==> src/serial_port_s2c3_pkg.sv <==
/*
  constants for the serial port second status / third control block:
  register offsets, field positions, reset values and break lengths.
  assumes a 32-bit apb bus with one register per aligned word.
*/
`default_nettype none
package serial_port_s2c3_pkg;
  localparam logic [7:0] OFS_LINE_STATUS_EXTRA  = 8'h00;
  localparam logic [7:0] OFS_LINE_CONTROL_EXTRA = 8'h04;
  localparam logic [7:0] OFS_DATA_BUFFER        = 8'h08;
  localparam logic [7:0] OFS_RX_STATUS          = 8'h0c;
  localparam logic [7:0] OFS_FRAME_CONTROL      = 8'h10;

  // line_status_extra fields
  localparam int BIT_BREAK_DET_FLAG = 7;
  localparam int BIT_RX_EDGE_FLAG   = 6;
  localparam int BIT_RX_FLIP        = 4;
  localparam int BIT_WAKE_IDLE      = 3;
  localparam int BIT_LONG_BREAK     = 2;
  localparam int BIT_BREAK_DET_EN   = 1;
  localparam int BIT_RX_ACTIVE      = 0;

  // line_control_extra fields
  localparam int BIT_RX_NINTH   = 7;
  localparam int BIT_TX_NINTH   = 6;
  localparam int BIT_SW_DIR     = 5;
  localparam int BIT_TX_FLIP    = 4;
  localparam int BIT_OR_IE      = 3;
  localparam int BIT_NE_IE      = 2;
  localparam int BIT_FE_IE      = 1;
  localparam int BIT_PE_IE      = 0;

  // rx_status fields
  localparam int BIT_RX_FULL    = 5;
  localparam int BIT_IDLE       = 4;
  localparam int BIT_OVERRUN    = 3;
  localparam int BIT_NOISE      = 2;
  localparam int BIT_FRAME_ERR  = 1;
  localparam int BIT_PARITY_ERR = 0;

  // frame_control fields
  localparam int BIT_WIDE_CHAR  = 0;
  localparam int BIT_LOOP       = 1;
  localparam int BIT_RX_SOURCE  = 2;
  localparam int BIT_RX_STANDBY = 3;

  // lengths in bit times, 8-bit frames; 9-bit frames add one, except to LOW_CNT_MAX
  localparam logic [3:0] BREAK_TX_SHORT = 4'ha;
  localparam logic [3:0] BREAK_TX_LONG  = 4'hd;
  localparam logic [3:0] BREAK_DET_STD  = 4'ha;
  localparam logic [3:0] BREAK_DET_LIN  = 4'hb;
  localparam logic [3:0] LOW_CNT_MAX    = 4'hf;

  localparam logic [7:0] RESET_BYTE     = 8'h00;
endpackage
`default_nettype wire

==> src/serial_port_status2_control3.sv <==
/*
  second status and third control registers of an asynchronous serial port,
  with break detect/send, polarity flips, ninth bits, single-wire direction
  and error interrupt enables, reached over apb.
  assumes the baud generator and shifters sit outside, all on ref_clk_i,
  and that bit_tick_i pulses once per bit time.
*/
// Chosen here: the register addresses and the APB slave port.
`timescale 1ns/1ps
`default_nettype none
// Overview of operation
// - break seen while enabled sets sticky flag
// - active receive edge sets flag, write clears
// - receive flip inverts the whole receive stream
// - standby idle sets idle only if chosen
// - sent break 10/13 bits, plus nine-bit
// - framing check ignores break length select
// - break threshold 10/11 bits, plus nine-bit
// - break detect enable blocks frame/full flags
// - active flag on start, cleared on idle
// - ninth received bit shown in control bit7
// - ninth transmit bit loaded with data write
// - single-wire mode direction follows control bit
// - transmit flip inverts the whole transmit stream
// - overrun and enable raise interrupt request
// - noise and enable raise interrupt request
// - framing error and enable raise request
// - parity error and enable raise request
// - overrun when buffer full, new char dropped
// - zero stop bit sets framing error, full
module serial_port_status2_control3 (
  input  wire logic        ref_clk_i,
  input  wire logic        reset_i,
  input  wire logic        psel_i,
  input  wire logic        penable_i,
  input  wire logic        pwrite_i,
  input  wire logic [7:0]  paddr_i,
  input  wire logic [31:0] pwdata_i,
  output logic [31:0]      prdata_o,
  output logic             pready_o,
  output logic             pslverr_o,
  input  wire logic        bit_tick_i,
  input  wire logic        rx_pin_i,
  input  wire logic        tx_pin_i,
  input  wire logic        tx_line_i,
  input  wire logic        tx_break_req_i,
  input  wire logic        rx_start_i,
  input  wire logic        rx_idle_i,
  input  wire logic        rx_char_done_i,
  input  wire logic [8:0]  rx_char_i,
  input  wire logic        rx_stop_bit_i,
  input  wire logic        rx_noise_i,
  input  wire logic        rx_parity_err_i,
  output logic             rx_line_o,
  output logic             tx_pin_o,
  output logic             tx_pin_oe_o,
  output logic             tx_load_o,
  output logic [8:0]       tx_word_o,
  output logic             tx_break_busy_o,
  output logic             wide_char_o,
  output logic             irq_req_o
);
  typedef struct packed {
    logic       brk_flag;
    logic       edge_flag;
    logic       rx_flip;
    logic       wake_idle;
    logic       long_brk;
    logic       brk_en;
    logic       rx_active;
    logic       tx_ninth;
    logic       sw_dir;
    logic       tx_flip;
    logic [3:0] err_ie;
    logic       rx_ninth;
    logic [7:0] rx_data;
    logic       rx_full;
    logic       idle;
    logic       overrun;
    logic       noise;
    logic       frame_err;
    logic       parity_err;
    logic       armed;
    logic       wide;
    logic       loop;
    logic       rx_source_sel;
    logic       standby;
    logic       prev_pin;
    logic [3:0] low_cnt;
    logic       brk_seen;
    logic [3:0] tx_cnt;
    logic [8:0] tx_word;
    logic       tx_load;
  } state_t;

  state_t st_ff;
  state_t nxt_st;

  logic       rx_raw;
  logic       wr_en;
  logic       rd_en;
  logic       mapped;
  logic [3:0] brk_thr;

  function automatic logic [3:0] break_len(input logic sel, input logic wide);
    break_len = (sel ? serial_port_s2c3_pkg::BREAK_TX_LONG : serial_port_s2c3_pkg::BREAK_TX_SHORT)
                + {3'h0, wide};
  endfunction

  function automatic logic [3:0] detect_len(input logic en, input logic wide);
    detect_len = (en ? serial_port_s2c3_pkg::BREAK_DET_LIN : serial_port_s2c3_pkg::BREAK_DET_STD)
                 + {3'h0, wide};
  endfunction

  function automatic logic hit(input logic [7:0] addr, input logic [7:0] ofs);
    hit = (addr == ofs);
  endfunction

  // zero-wait slave; side effects only in the access phase
  assign pready_o  = 1'b1;
  assign wr_en     = psel_i & penable_i & pwrite_i;
  assign rd_en     = psel_i & penable_i & ~pwrite_i;
  assign mapped    = hit(paddr_i, serial_port_s2c3_pkg::OFS_LINE_STATUS_EXTRA)
                   | hit(paddr_i, serial_port_s2c3_pkg::OFS_LINE_CONTROL_EXTRA)
                   | hit(paddr_i, serial_port_s2c3_pkg::OFS_DATA_BUFFER)
                   | hit(paddr_i, serial_port_s2c3_pkg::OFS_RX_STATUS)
                   | hit(paddr_i, serial_port_s2c3_pkg::OFS_FRAME_CONTROL);
  assign pslverr_o = psel_i & penable_i & ~mapped;

  // loop mode feeds the receiver from the transmit side
  assign rx_raw    = st_ff.loop ? (st_ff.rx_source_sel ? tx_pin_i : tx_pin_o) : rx_pin_i;
  assign rx_line_o = rx_raw ^ st_ff.rx_flip;
  assign tx_pin_o  = ((st_ff.tx_cnt != 4'h0) ? 1'b0 : tx_line_i) ^ st_ff.tx_flip;
  // outside single-wire mode the pin always drives
  assign tx_pin_oe_o = ~(st_ff.loop & st_ff.rx_source_sel) | st_ff.sw_dir;
  assign tx_load_o       = st_ff.tx_load;
  assign tx_word_o       = st_ff.tx_word;
  assign tx_break_busy_o = (st_ff.tx_cnt != 4'h0);
  assign wide_char_o     = st_ff.wide;
  assign brk_thr         = detect_len(st_ff.brk_en, st_ff.wide);
  assign irq_req_o = (st_ff.overrun & st_ff.err_ie[serial_port_s2c3_pkg::BIT_OR_IE])
                   | (st_ff.noise & st_ff.err_ie[serial_port_s2c3_pkg::BIT_NE_IE])
                   | (st_ff.frame_err & st_ff.err_ie[serial_port_s2c3_pkg::BIT_FE_IE])
                   | (st_ff.parity_err & st_ff.err_ie[serial_port_s2c3_pkg::BIT_PE_IE]);

  always_comb
  begin
    prdata_o = 32'h0000_0000;
    if (hit(paddr_i, serial_port_s2c3_pkg::OFS_LINE_STATUS_EXTRA))
    begin
      // bit5 left at zero
      prdata_o[7:0] = {st_ff.brk_flag, st_ff.edge_flag, 1'b0, st_ff.rx_flip,
                       st_ff.wake_idle, st_ff.long_brk, st_ff.brk_en, st_ff.rx_active};
    end
    else if (hit(paddr_i, serial_port_s2c3_pkg::OFS_LINE_CONTROL_EXTRA))
    begin
      prdata_o[7:0] = {st_ff.rx_ninth, st_ff.tx_ninth, st_ff.sw_dir, st_ff.tx_flip, st_ff.err_ie};
    end
    else if (hit(paddr_i, serial_port_s2c3_pkg::OFS_DATA_BUFFER))
    begin
      prdata_o[7:0] = st_ff.rx_data;
    end
    else if (hit(paddr_i, serial_port_s2c3_pkg::OFS_RX_STATUS))
    begin
      prdata_o[5:0] = {st_ff.rx_full, st_ff.idle, st_ff.overrun, st_ff.noise, st_ff.frame_err, st_ff.parity_err};
    end
    else if (hit(paddr_i, serial_port_s2c3_pkg::OFS_FRAME_CONTROL))
    begin
      prdata_o[3:0] = {st_ff.standby, st_ff.rx_source_sel, st_ff.loop, st_ff.wide};
    end
  end

  always_comb
  begin
    nxt_st         = st_ff;
    nxt_st.tx_load = 1'b0;
    nxt_st.prev_pin = rx_pin_i;

    // software writes first, so hardware sets below win
    if (wr_en && hit(paddr_i, serial_port_s2c3_pkg::OFS_LINE_STATUS_EXTRA))
    begin
      if (pwdata_i[serial_port_s2c3_pkg::BIT_BREAK_DET_FLAG])
        nxt_st.brk_flag = 1'b0;
      if (pwdata_i[serial_port_s2c3_pkg::BIT_RX_EDGE_FLAG])
        nxt_st.edge_flag = 1'b0;
      nxt_st.rx_flip   = pwdata_i[serial_port_s2c3_pkg::BIT_RX_FLIP];
      nxt_st.wake_idle = pwdata_i[serial_port_s2c3_pkg::BIT_WAKE_IDLE];
      nxt_st.long_brk  = pwdata_i[serial_port_s2c3_pkg::BIT_LONG_BREAK];
      nxt_st.brk_en    = pwdata_i[serial_port_s2c3_pkg::BIT_BREAK_DET_EN];
    end
    if (wr_en && hit(paddr_i, serial_port_s2c3_pkg::OFS_LINE_CONTROL_EXTRA))
    begin
      nxt_st.tx_ninth = pwdata_i[serial_port_s2c3_pkg::BIT_TX_NINTH];
      nxt_st.sw_dir   = pwdata_i[serial_port_s2c3_pkg::BIT_SW_DIR];
      nxt_st.tx_flip  = pwdata_i[serial_port_s2c3_pkg::BIT_TX_FLIP];
      nxt_st.err_ie   = pwdata_i[3:0];
    end
    if (wr_en && hit(paddr_i, serial_port_s2c3_pkg::OFS_FRAME_CONTROL))
    begin
      nxt_st.wide    = pwdata_i[serial_port_s2c3_pkg::BIT_WIDE_CHAR];
      nxt_st.loop    = pwdata_i[serial_port_s2c3_pkg::BIT_LOOP];
      nxt_st.rx_source_sel    = pwdata_i[serial_port_s2c3_pkg::BIT_RX_SOURCE];
      nxt_st.standby = pwdata_i[serial_port_s2c3_pkg::BIT_RX_STANDBY];
    end
    // ninth bit as it stands now goes with the byte
    if (wr_en && hit(paddr_i, serial_port_s2c3_pkg::OFS_DATA_BUFFER))
    begin
      nxt_st.tx_word = {st_ff.tx_ninth & st_ff.wide, pwdata_i[7:0]};
      nxt_st.tx_load = 1'b1;
    end

    // status read with a flag up, then data read, clears the receive flags
    if (rd_en && hit(paddr_i, serial_port_s2c3_pkg::OFS_RX_STATUS))
      nxt_st.armed = st_ff.rx_full | st_ff.idle | st_ff.overrun | st_ff.noise
                   | st_ff.frame_err | st_ff.parity_err;
    if (rd_en && hit(paddr_i, serial_port_s2c3_pkg::OFS_DATA_BUFFER) && st_ff.armed)
    begin
      nxt_st.armed      = 1'b0;
      nxt_st.rx_full    = 1'b0;
      nxt_st.idle       = 1'b0;
      nxt_st.overrun    = 1'b0;
      nxt_st.noise      = 1'b0;
      nxt_st.frame_err  = 1'b0;
      nxt_st.parity_err = 1'b0;
    end

    // edge of the pin in the polarity the receiver treats as start
    if ((st_ff.prev_pin != rx_pin_i) && (rx_pin_i == st_ff.rx_flip))
      nxt_st.edge_flag = 1'b1;

    // active flag: set beats clear when both arrive together
    if (rx_idle_i)
      nxt_st.rx_active = 1'b0;
    if (rx_start_i)
      nxt_st.rx_active = 1'b1;

    if (rx_idle_i && (!st_ff.standby || st_ff.wake_idle))
      nxt_st.idle = 1'b1;
    // the waking idle takes the receiver out of standby
    if (rx_idle_i && st_ff.standby)
      nxt_st.standby = 1'b0;

    // count low bit times; one report per low run
    if (bit_tick_i)
    begin
      if (rx_line_o)
      begin
        nxt_st.low_cnt  = 4'h0;
        nxt_st.brk_seen = 1'b0;
      end
      else
      begin
        if (st_ff.low_cnt != serial_port_s2c3_pkg::LOW_CNT_MAX)
          nxt_st.low_cnt = st_ff.low_cnt + 4'h1;
        if (!st_ff.brk_seen && (st_ff.low_cnt + 4'h1 == brk_thr))
        begin
          nxt_st.brk_seen = 1'b1;
          if (st_ff.brk_en)
            nxt_st.brk_flag = 1'b1;
        end
      end
    end

    // framing check uses the stop bit only, long_brk plays no part
    if (rx_char_done_i && !st_ff.brk_en)
    begin
      if (st_ff.rx_full)
        nxt_st.overrun = 1'b1;
      else
      begin
        nxt_st.rx_full    = 1'b1;
        nxt_st.rx_data    = rx_char_i[7:0];
        nxt_st.rx_ninth   = rx_char_i[8] & st_ff.wide;
        nxt_st.frame_err  = ~rx_stop_bit_i;
        nxt_st.noise      = rx_noise_i;
        nxt_st.parity_err = rx_parity_err_i;
        nxt_st.idle       = 1'b0;
      end
    end

    // break sender counts bit times; requests while busy are dropped
    if (st_ff.tx_cnt == 4'h0)
    begin
      if (tx_break_req_i)
        nxt_st.tx_cnt = break_len(st_ff.long_brk, st_ff.wide);
    end
    else if (bit_tick_i)
      nxt_st.tx_cnt = st_ff.tx_cnt - 4'h1;
  end

  always_ff @(posedge ref_clk_i)
  begin
    if (reset_i)
    begin
      st_ff          <= '0;
      st_ff.prev_pin <= 1'b1;
    end
    else
      st_ff <= nxt_st;
  end
endmodule
`default_nettype wire

==> config.mk <==
export PLATFORM = sky130hd
export DESIGN_NAME = serial_port_status2_control3
export DESIGN_NICKNAME = d
export VERILOG_FILES = /design/src/serial_port_s2c3_pkg.sv /design/src/serial_port_status2_control3.sv
export SDC_FILE = /design/constraint.sdc
export NUM_CORES = 1
export LEC_CHECK = 0
export BUFFER_PORTS_ARGS = -buffer_cell sky130_fd_sc_hd__buf_2
export CORE_MARGIN = 3
export CORE_UTILIZATION = 49
export DETAILED_ROUTE_END_ITERATION = 8
export PLACE_DENSITY_LB_ADDON = 0.08
export SLEW_MARGIN = 20
export SYNTH_ARGS = -nofsm -noshare
export SYNTH_HDL_FRONTEND = slang
export SYNTH_SLANG_ARGS = --single-unit
export TNS_END_PERCENT = 1
==> constraint.sdc <==
create_clock -name ref_clk_i -period 2.2 [get_ports ref_clk_i]
set_input_delay 0.44 -clock ref_clk_i [delete_from_list [all_inputs] [get_ports ref_clk_i]]
set_output_delay 0.44 -clock ref_clk_i [all_outputs]
set_load 0.01 [all_outputs]
==> results_dict.tcl <==
set metrics [dict create \
    status "finished with violations" \
    violations "setup timing" \
    start_kind "flip-flop" \
    crit_family "XOR/XNOR gates" \
    cts_buffer_depth 2 \
    dpl-instance-area_mm2 0.00323 \
    numPortBuffers 65 \
    path_depth 7 \
    gr-total-overflow 0 \
    synth-seq-cells 54 \
    worstSetupPathType "reg -> out" \
    final_common_cell "buf_2" \
    wl_um 7180 \
    grt_max_degree 43 \
    met2_usage_pct 33.0 \
    core_mm2 0.00568 \
    r2r_end "st_ff[16]$_SDFFE_PP0P_" \
    cts_sinks 54 \
    clk_latency_ns 0.31 \
    p_leak_nw 1.56 \
    period_share_pct 103 \
    synth_edf_count 0 \
    grt_antenna_before_repair 0 \
    post-route-min-period_ns 2.28 \
    ys_warn_count 0 \
    clock-root-buffer "clkbuf_8" \
    start_util_pct 52.1 \
    crit_path_top_delay_cell "dfxtp_2" \
    worst-endpoint-required_ns 1.76 \
    final_cell_mix "64 x buf_2, 55 x nand2_1, 51 x dfxtp_1" \
    fin_area_mm2 0.00343 \
    via_count 2681 \
    crit_path_end "rx_line_o" \
    final_util_pct 60.4 \
    track_usage_pct 21.0 \
    areaGrowthSynthToFinish_pct 16.0 \
    drt_iter0_drc 172 \
    yosys.cell_types.count 47 \
    wl_per_cell_um 14.0 \
    critPathLaunch "st_ff[10]$_SDFFE_PP0P_" \
    hpwl_um 5460 \
    setup_violations 2 \
    drc 0 \
    grt_pass1_vias 2535 \
    ir_worst_vdd_uv 516 \
    drive_gt1_share_pct 24.4 \
    globalplace.congestion 0.899 \
    clk_pin_slew_worst_paths_ns 0.11 \
    netlist_area_mm2 0.00295 \
    first_pass_iters 4 \
    synth_top_family_by_area "simple AND/OR/NAND/NOR gates" \
    cts_hold_buf 0 \
    report.final.slew_viol_count 0 \
    min_path_type "in -> reg" \
    busiest_layer "met2" \
    crit_buf_inv 2 \
    grt_use_met1_pct 29.5 \
    syn_inst 376 \
    relSlewSlack_pct 47.0 \
    critPathMaxFanout 2 \
    yosys.area_share.simple_pct 23.5 \
    timing.final.ws_setup_ns -0.0762 \
    ant_nets 0 \
    r2r_setup_slack_ns 0.32 \
    grtUsageMet3_pct 4.15 \
    num_rows 27 \
    crit_chain "inv_2 -> ha_4 -> and4bb_2 -> xor2_2 -> a31oi_1 -> xnor2_1 -> buf_2" \
    crit_arrival_ns 1.84 \
    fin_skew_ns 0.00722 \
    cts_tree "built" \
    seq_area_frac_synth_pct 36.6 \
    synthXorXnorAreaFrac_pct 1.78 \
    grt_pass1_wl_um 12200 \
    synth_ff_type "dfxtp_1" \
    worstMarginPinSlew_ns 0.796 \
    holdPathStages 3 \
    die_h_um 83.6 \
    cap_violations 0 \
    async_flop_share_pct 0 \
    dieWidth_um 83.6 \
    antennaDiodeCount 0 \
    grt_setup_unrepaired "yes" \
    hold_viol 0 \
    routed_via_density 5.22 \
    dpl.cell_count 499 \
    pin_count 115 \
    numCtsBuffers 5 \
    fin_cells 514 \
    htreeDepth 2 \
    synthMuxAreaShare_pct 6.48 \
    dieArea_mm2 0.00700 \
    power_density_mw_per_mm2 659 \
    layout.nets 512 \
    fmax_ghz 0.439 \
    synthAdderAreaFrac_pct 2.54 \
    syn_area_per_cell_um2 7.86 \
    rr_worst_depth 8 \
    cp-end-kind "primary output" \
    r2r-start "st_ff[10]$_SDFFE_PP0P_" \
    synth_compound_area_share_pct 16.1 \
    slowest_delay_ns 0.34 \
]
==> flip-flops by register name, summed over array words and instances (netlist names) <==
| register | flops |
|---|---|
| wide_char_o | 1 |
| tx_load_o | 1 |
| st_ff | 43 |
| tx_word_o | 9 |
==> where the power goes <==
group | total (mW) | switching (mW) | internal (mW)
clock | 0.596 | 0.359 | 0.237
sequential | 1.08 | 0.0479 | 1.03
combinational | 0.580 | 0.299 | 0.281
==> what timing repair did <==
item	in CTS	in global routing
cloned	0	0
resized for setup	6	11
endpoints found under the setup margin	1	7
setup buffers	7	0
pin swaps	4	4
==> worst min-delay path by stage <==
stage	slack [ns]	from	endpoint
2_1_floorplan	0.43	st_ff[39]$_SDFFE_PP0P_	st_ff[39]$_SDFFE_PP0P_
3_3_place_gp	0.44	tx_word_o[5]$_SDFFE_PP0P_	tx_word_o[5]$_SDFFE_PP0P_
3_5_place_dp	0.44	tx_word_o[2]$_SDFFE_PP0P_	tx_word_o[2]$_SDFFE_PP0P_
4_1_cts	0.32	rx_start_i	st_ff[47]$_SDFFE_PP0P_
5_1_grt	0.35	rx_start_i	st_ff[47]$_SDFFE_PP0P_
6_report	0.32	rx_start_i	st_ff[47]$_SDFFE_PP0P_
==> tightest hold or removal path, cell delays in order <==
cell	delay (ns)
buf_2	0.08
a21oi_1	0.03
nor2_1	0.06
==> per-stage QoR <==
stage | setup TNS [ns] | total power, mW | hold WS [ns] | worst slack (ns)
floorplan | 0 | 1.43 | 0.432 | 0.0515
global placement | 0 | 1.53 | 0.437 | 0.0466
detailed placement | 0 | 1.54 | 0.441 | 0.0523
CTS | -0.217 | 2.23 | 0.321 | -0.128
global route | -0.299 | 2.40 | 0.345 | -0.174
finish | -0.126 | 2.26 | 0.324 | -0.0762
==> metal layers <==
metal | share of wire [%] | vias to the layer above
met4 | 1.2 | 0
li1 | - | 1373
met3 | 7.3 | 9
met1 | 46 | 1210
met5 | 0 | -
met2 | 45 | 89
==> cell usage after synthesis, drive strengths merged, types with 2 or more instances <==
master,n,area [µm²]
a21oi,36,180
o21ai,12,60.1
nor2,40,150
nand2,55,206
dfxtp,54,1080
clkbuf,10,37.5
nand4,4,25.0
a41oi,2,17.5
nor2b,4,25.0
ha,6,75.1
mux2i,18,180
xor2,3,26.3
a31oi,3,18.8
o22ai,3,18.8
nand3,18,90.1
a22oi,5,37.5
nand2b,3,18.8
and2,3,18.8
nor4,3,33.8
inv,15,56.3
or3,2,12.5
xnor2,3,26.3
nor3,3,15.0
conb,2,7.51
buf,39,283
or2,2,12.5
a221oi,4,35.0
nor3b,3,22.5
a211oi,4,30.0
and3,3,18.8
a32o,2,20.0
==> cell type report <==
| type | count | area [µm²] |
|---|---|---|
| multi-input combinational | 281 | 1610 |
| fill | 573 | 2250 |
| tap | 72 | 90.1 |
| timing repair buffer | 84 | 485 |
| clock buffer | 5 | 68.8 |
| sequential | 54 | 1080 |
| clock inverter | 3 | 28.8 |
| inverter | 15 | 56.3 |
==> logic make-up (layout without fill, tap and decap cells) <==
kind of cell             after synthesis  in the layout
other                                  2             25
AO/OA/AOI/OAI                         77             77
flip-flops                            54             54
buffers and inverters                 64            107
adder cells (fa/ha/maj)                6              6
multiplexers                          19             19
XOR/XNOR                               6              6
AND/OR/NAND/NOR                      148            148
(Power assumes the default switching activity.)
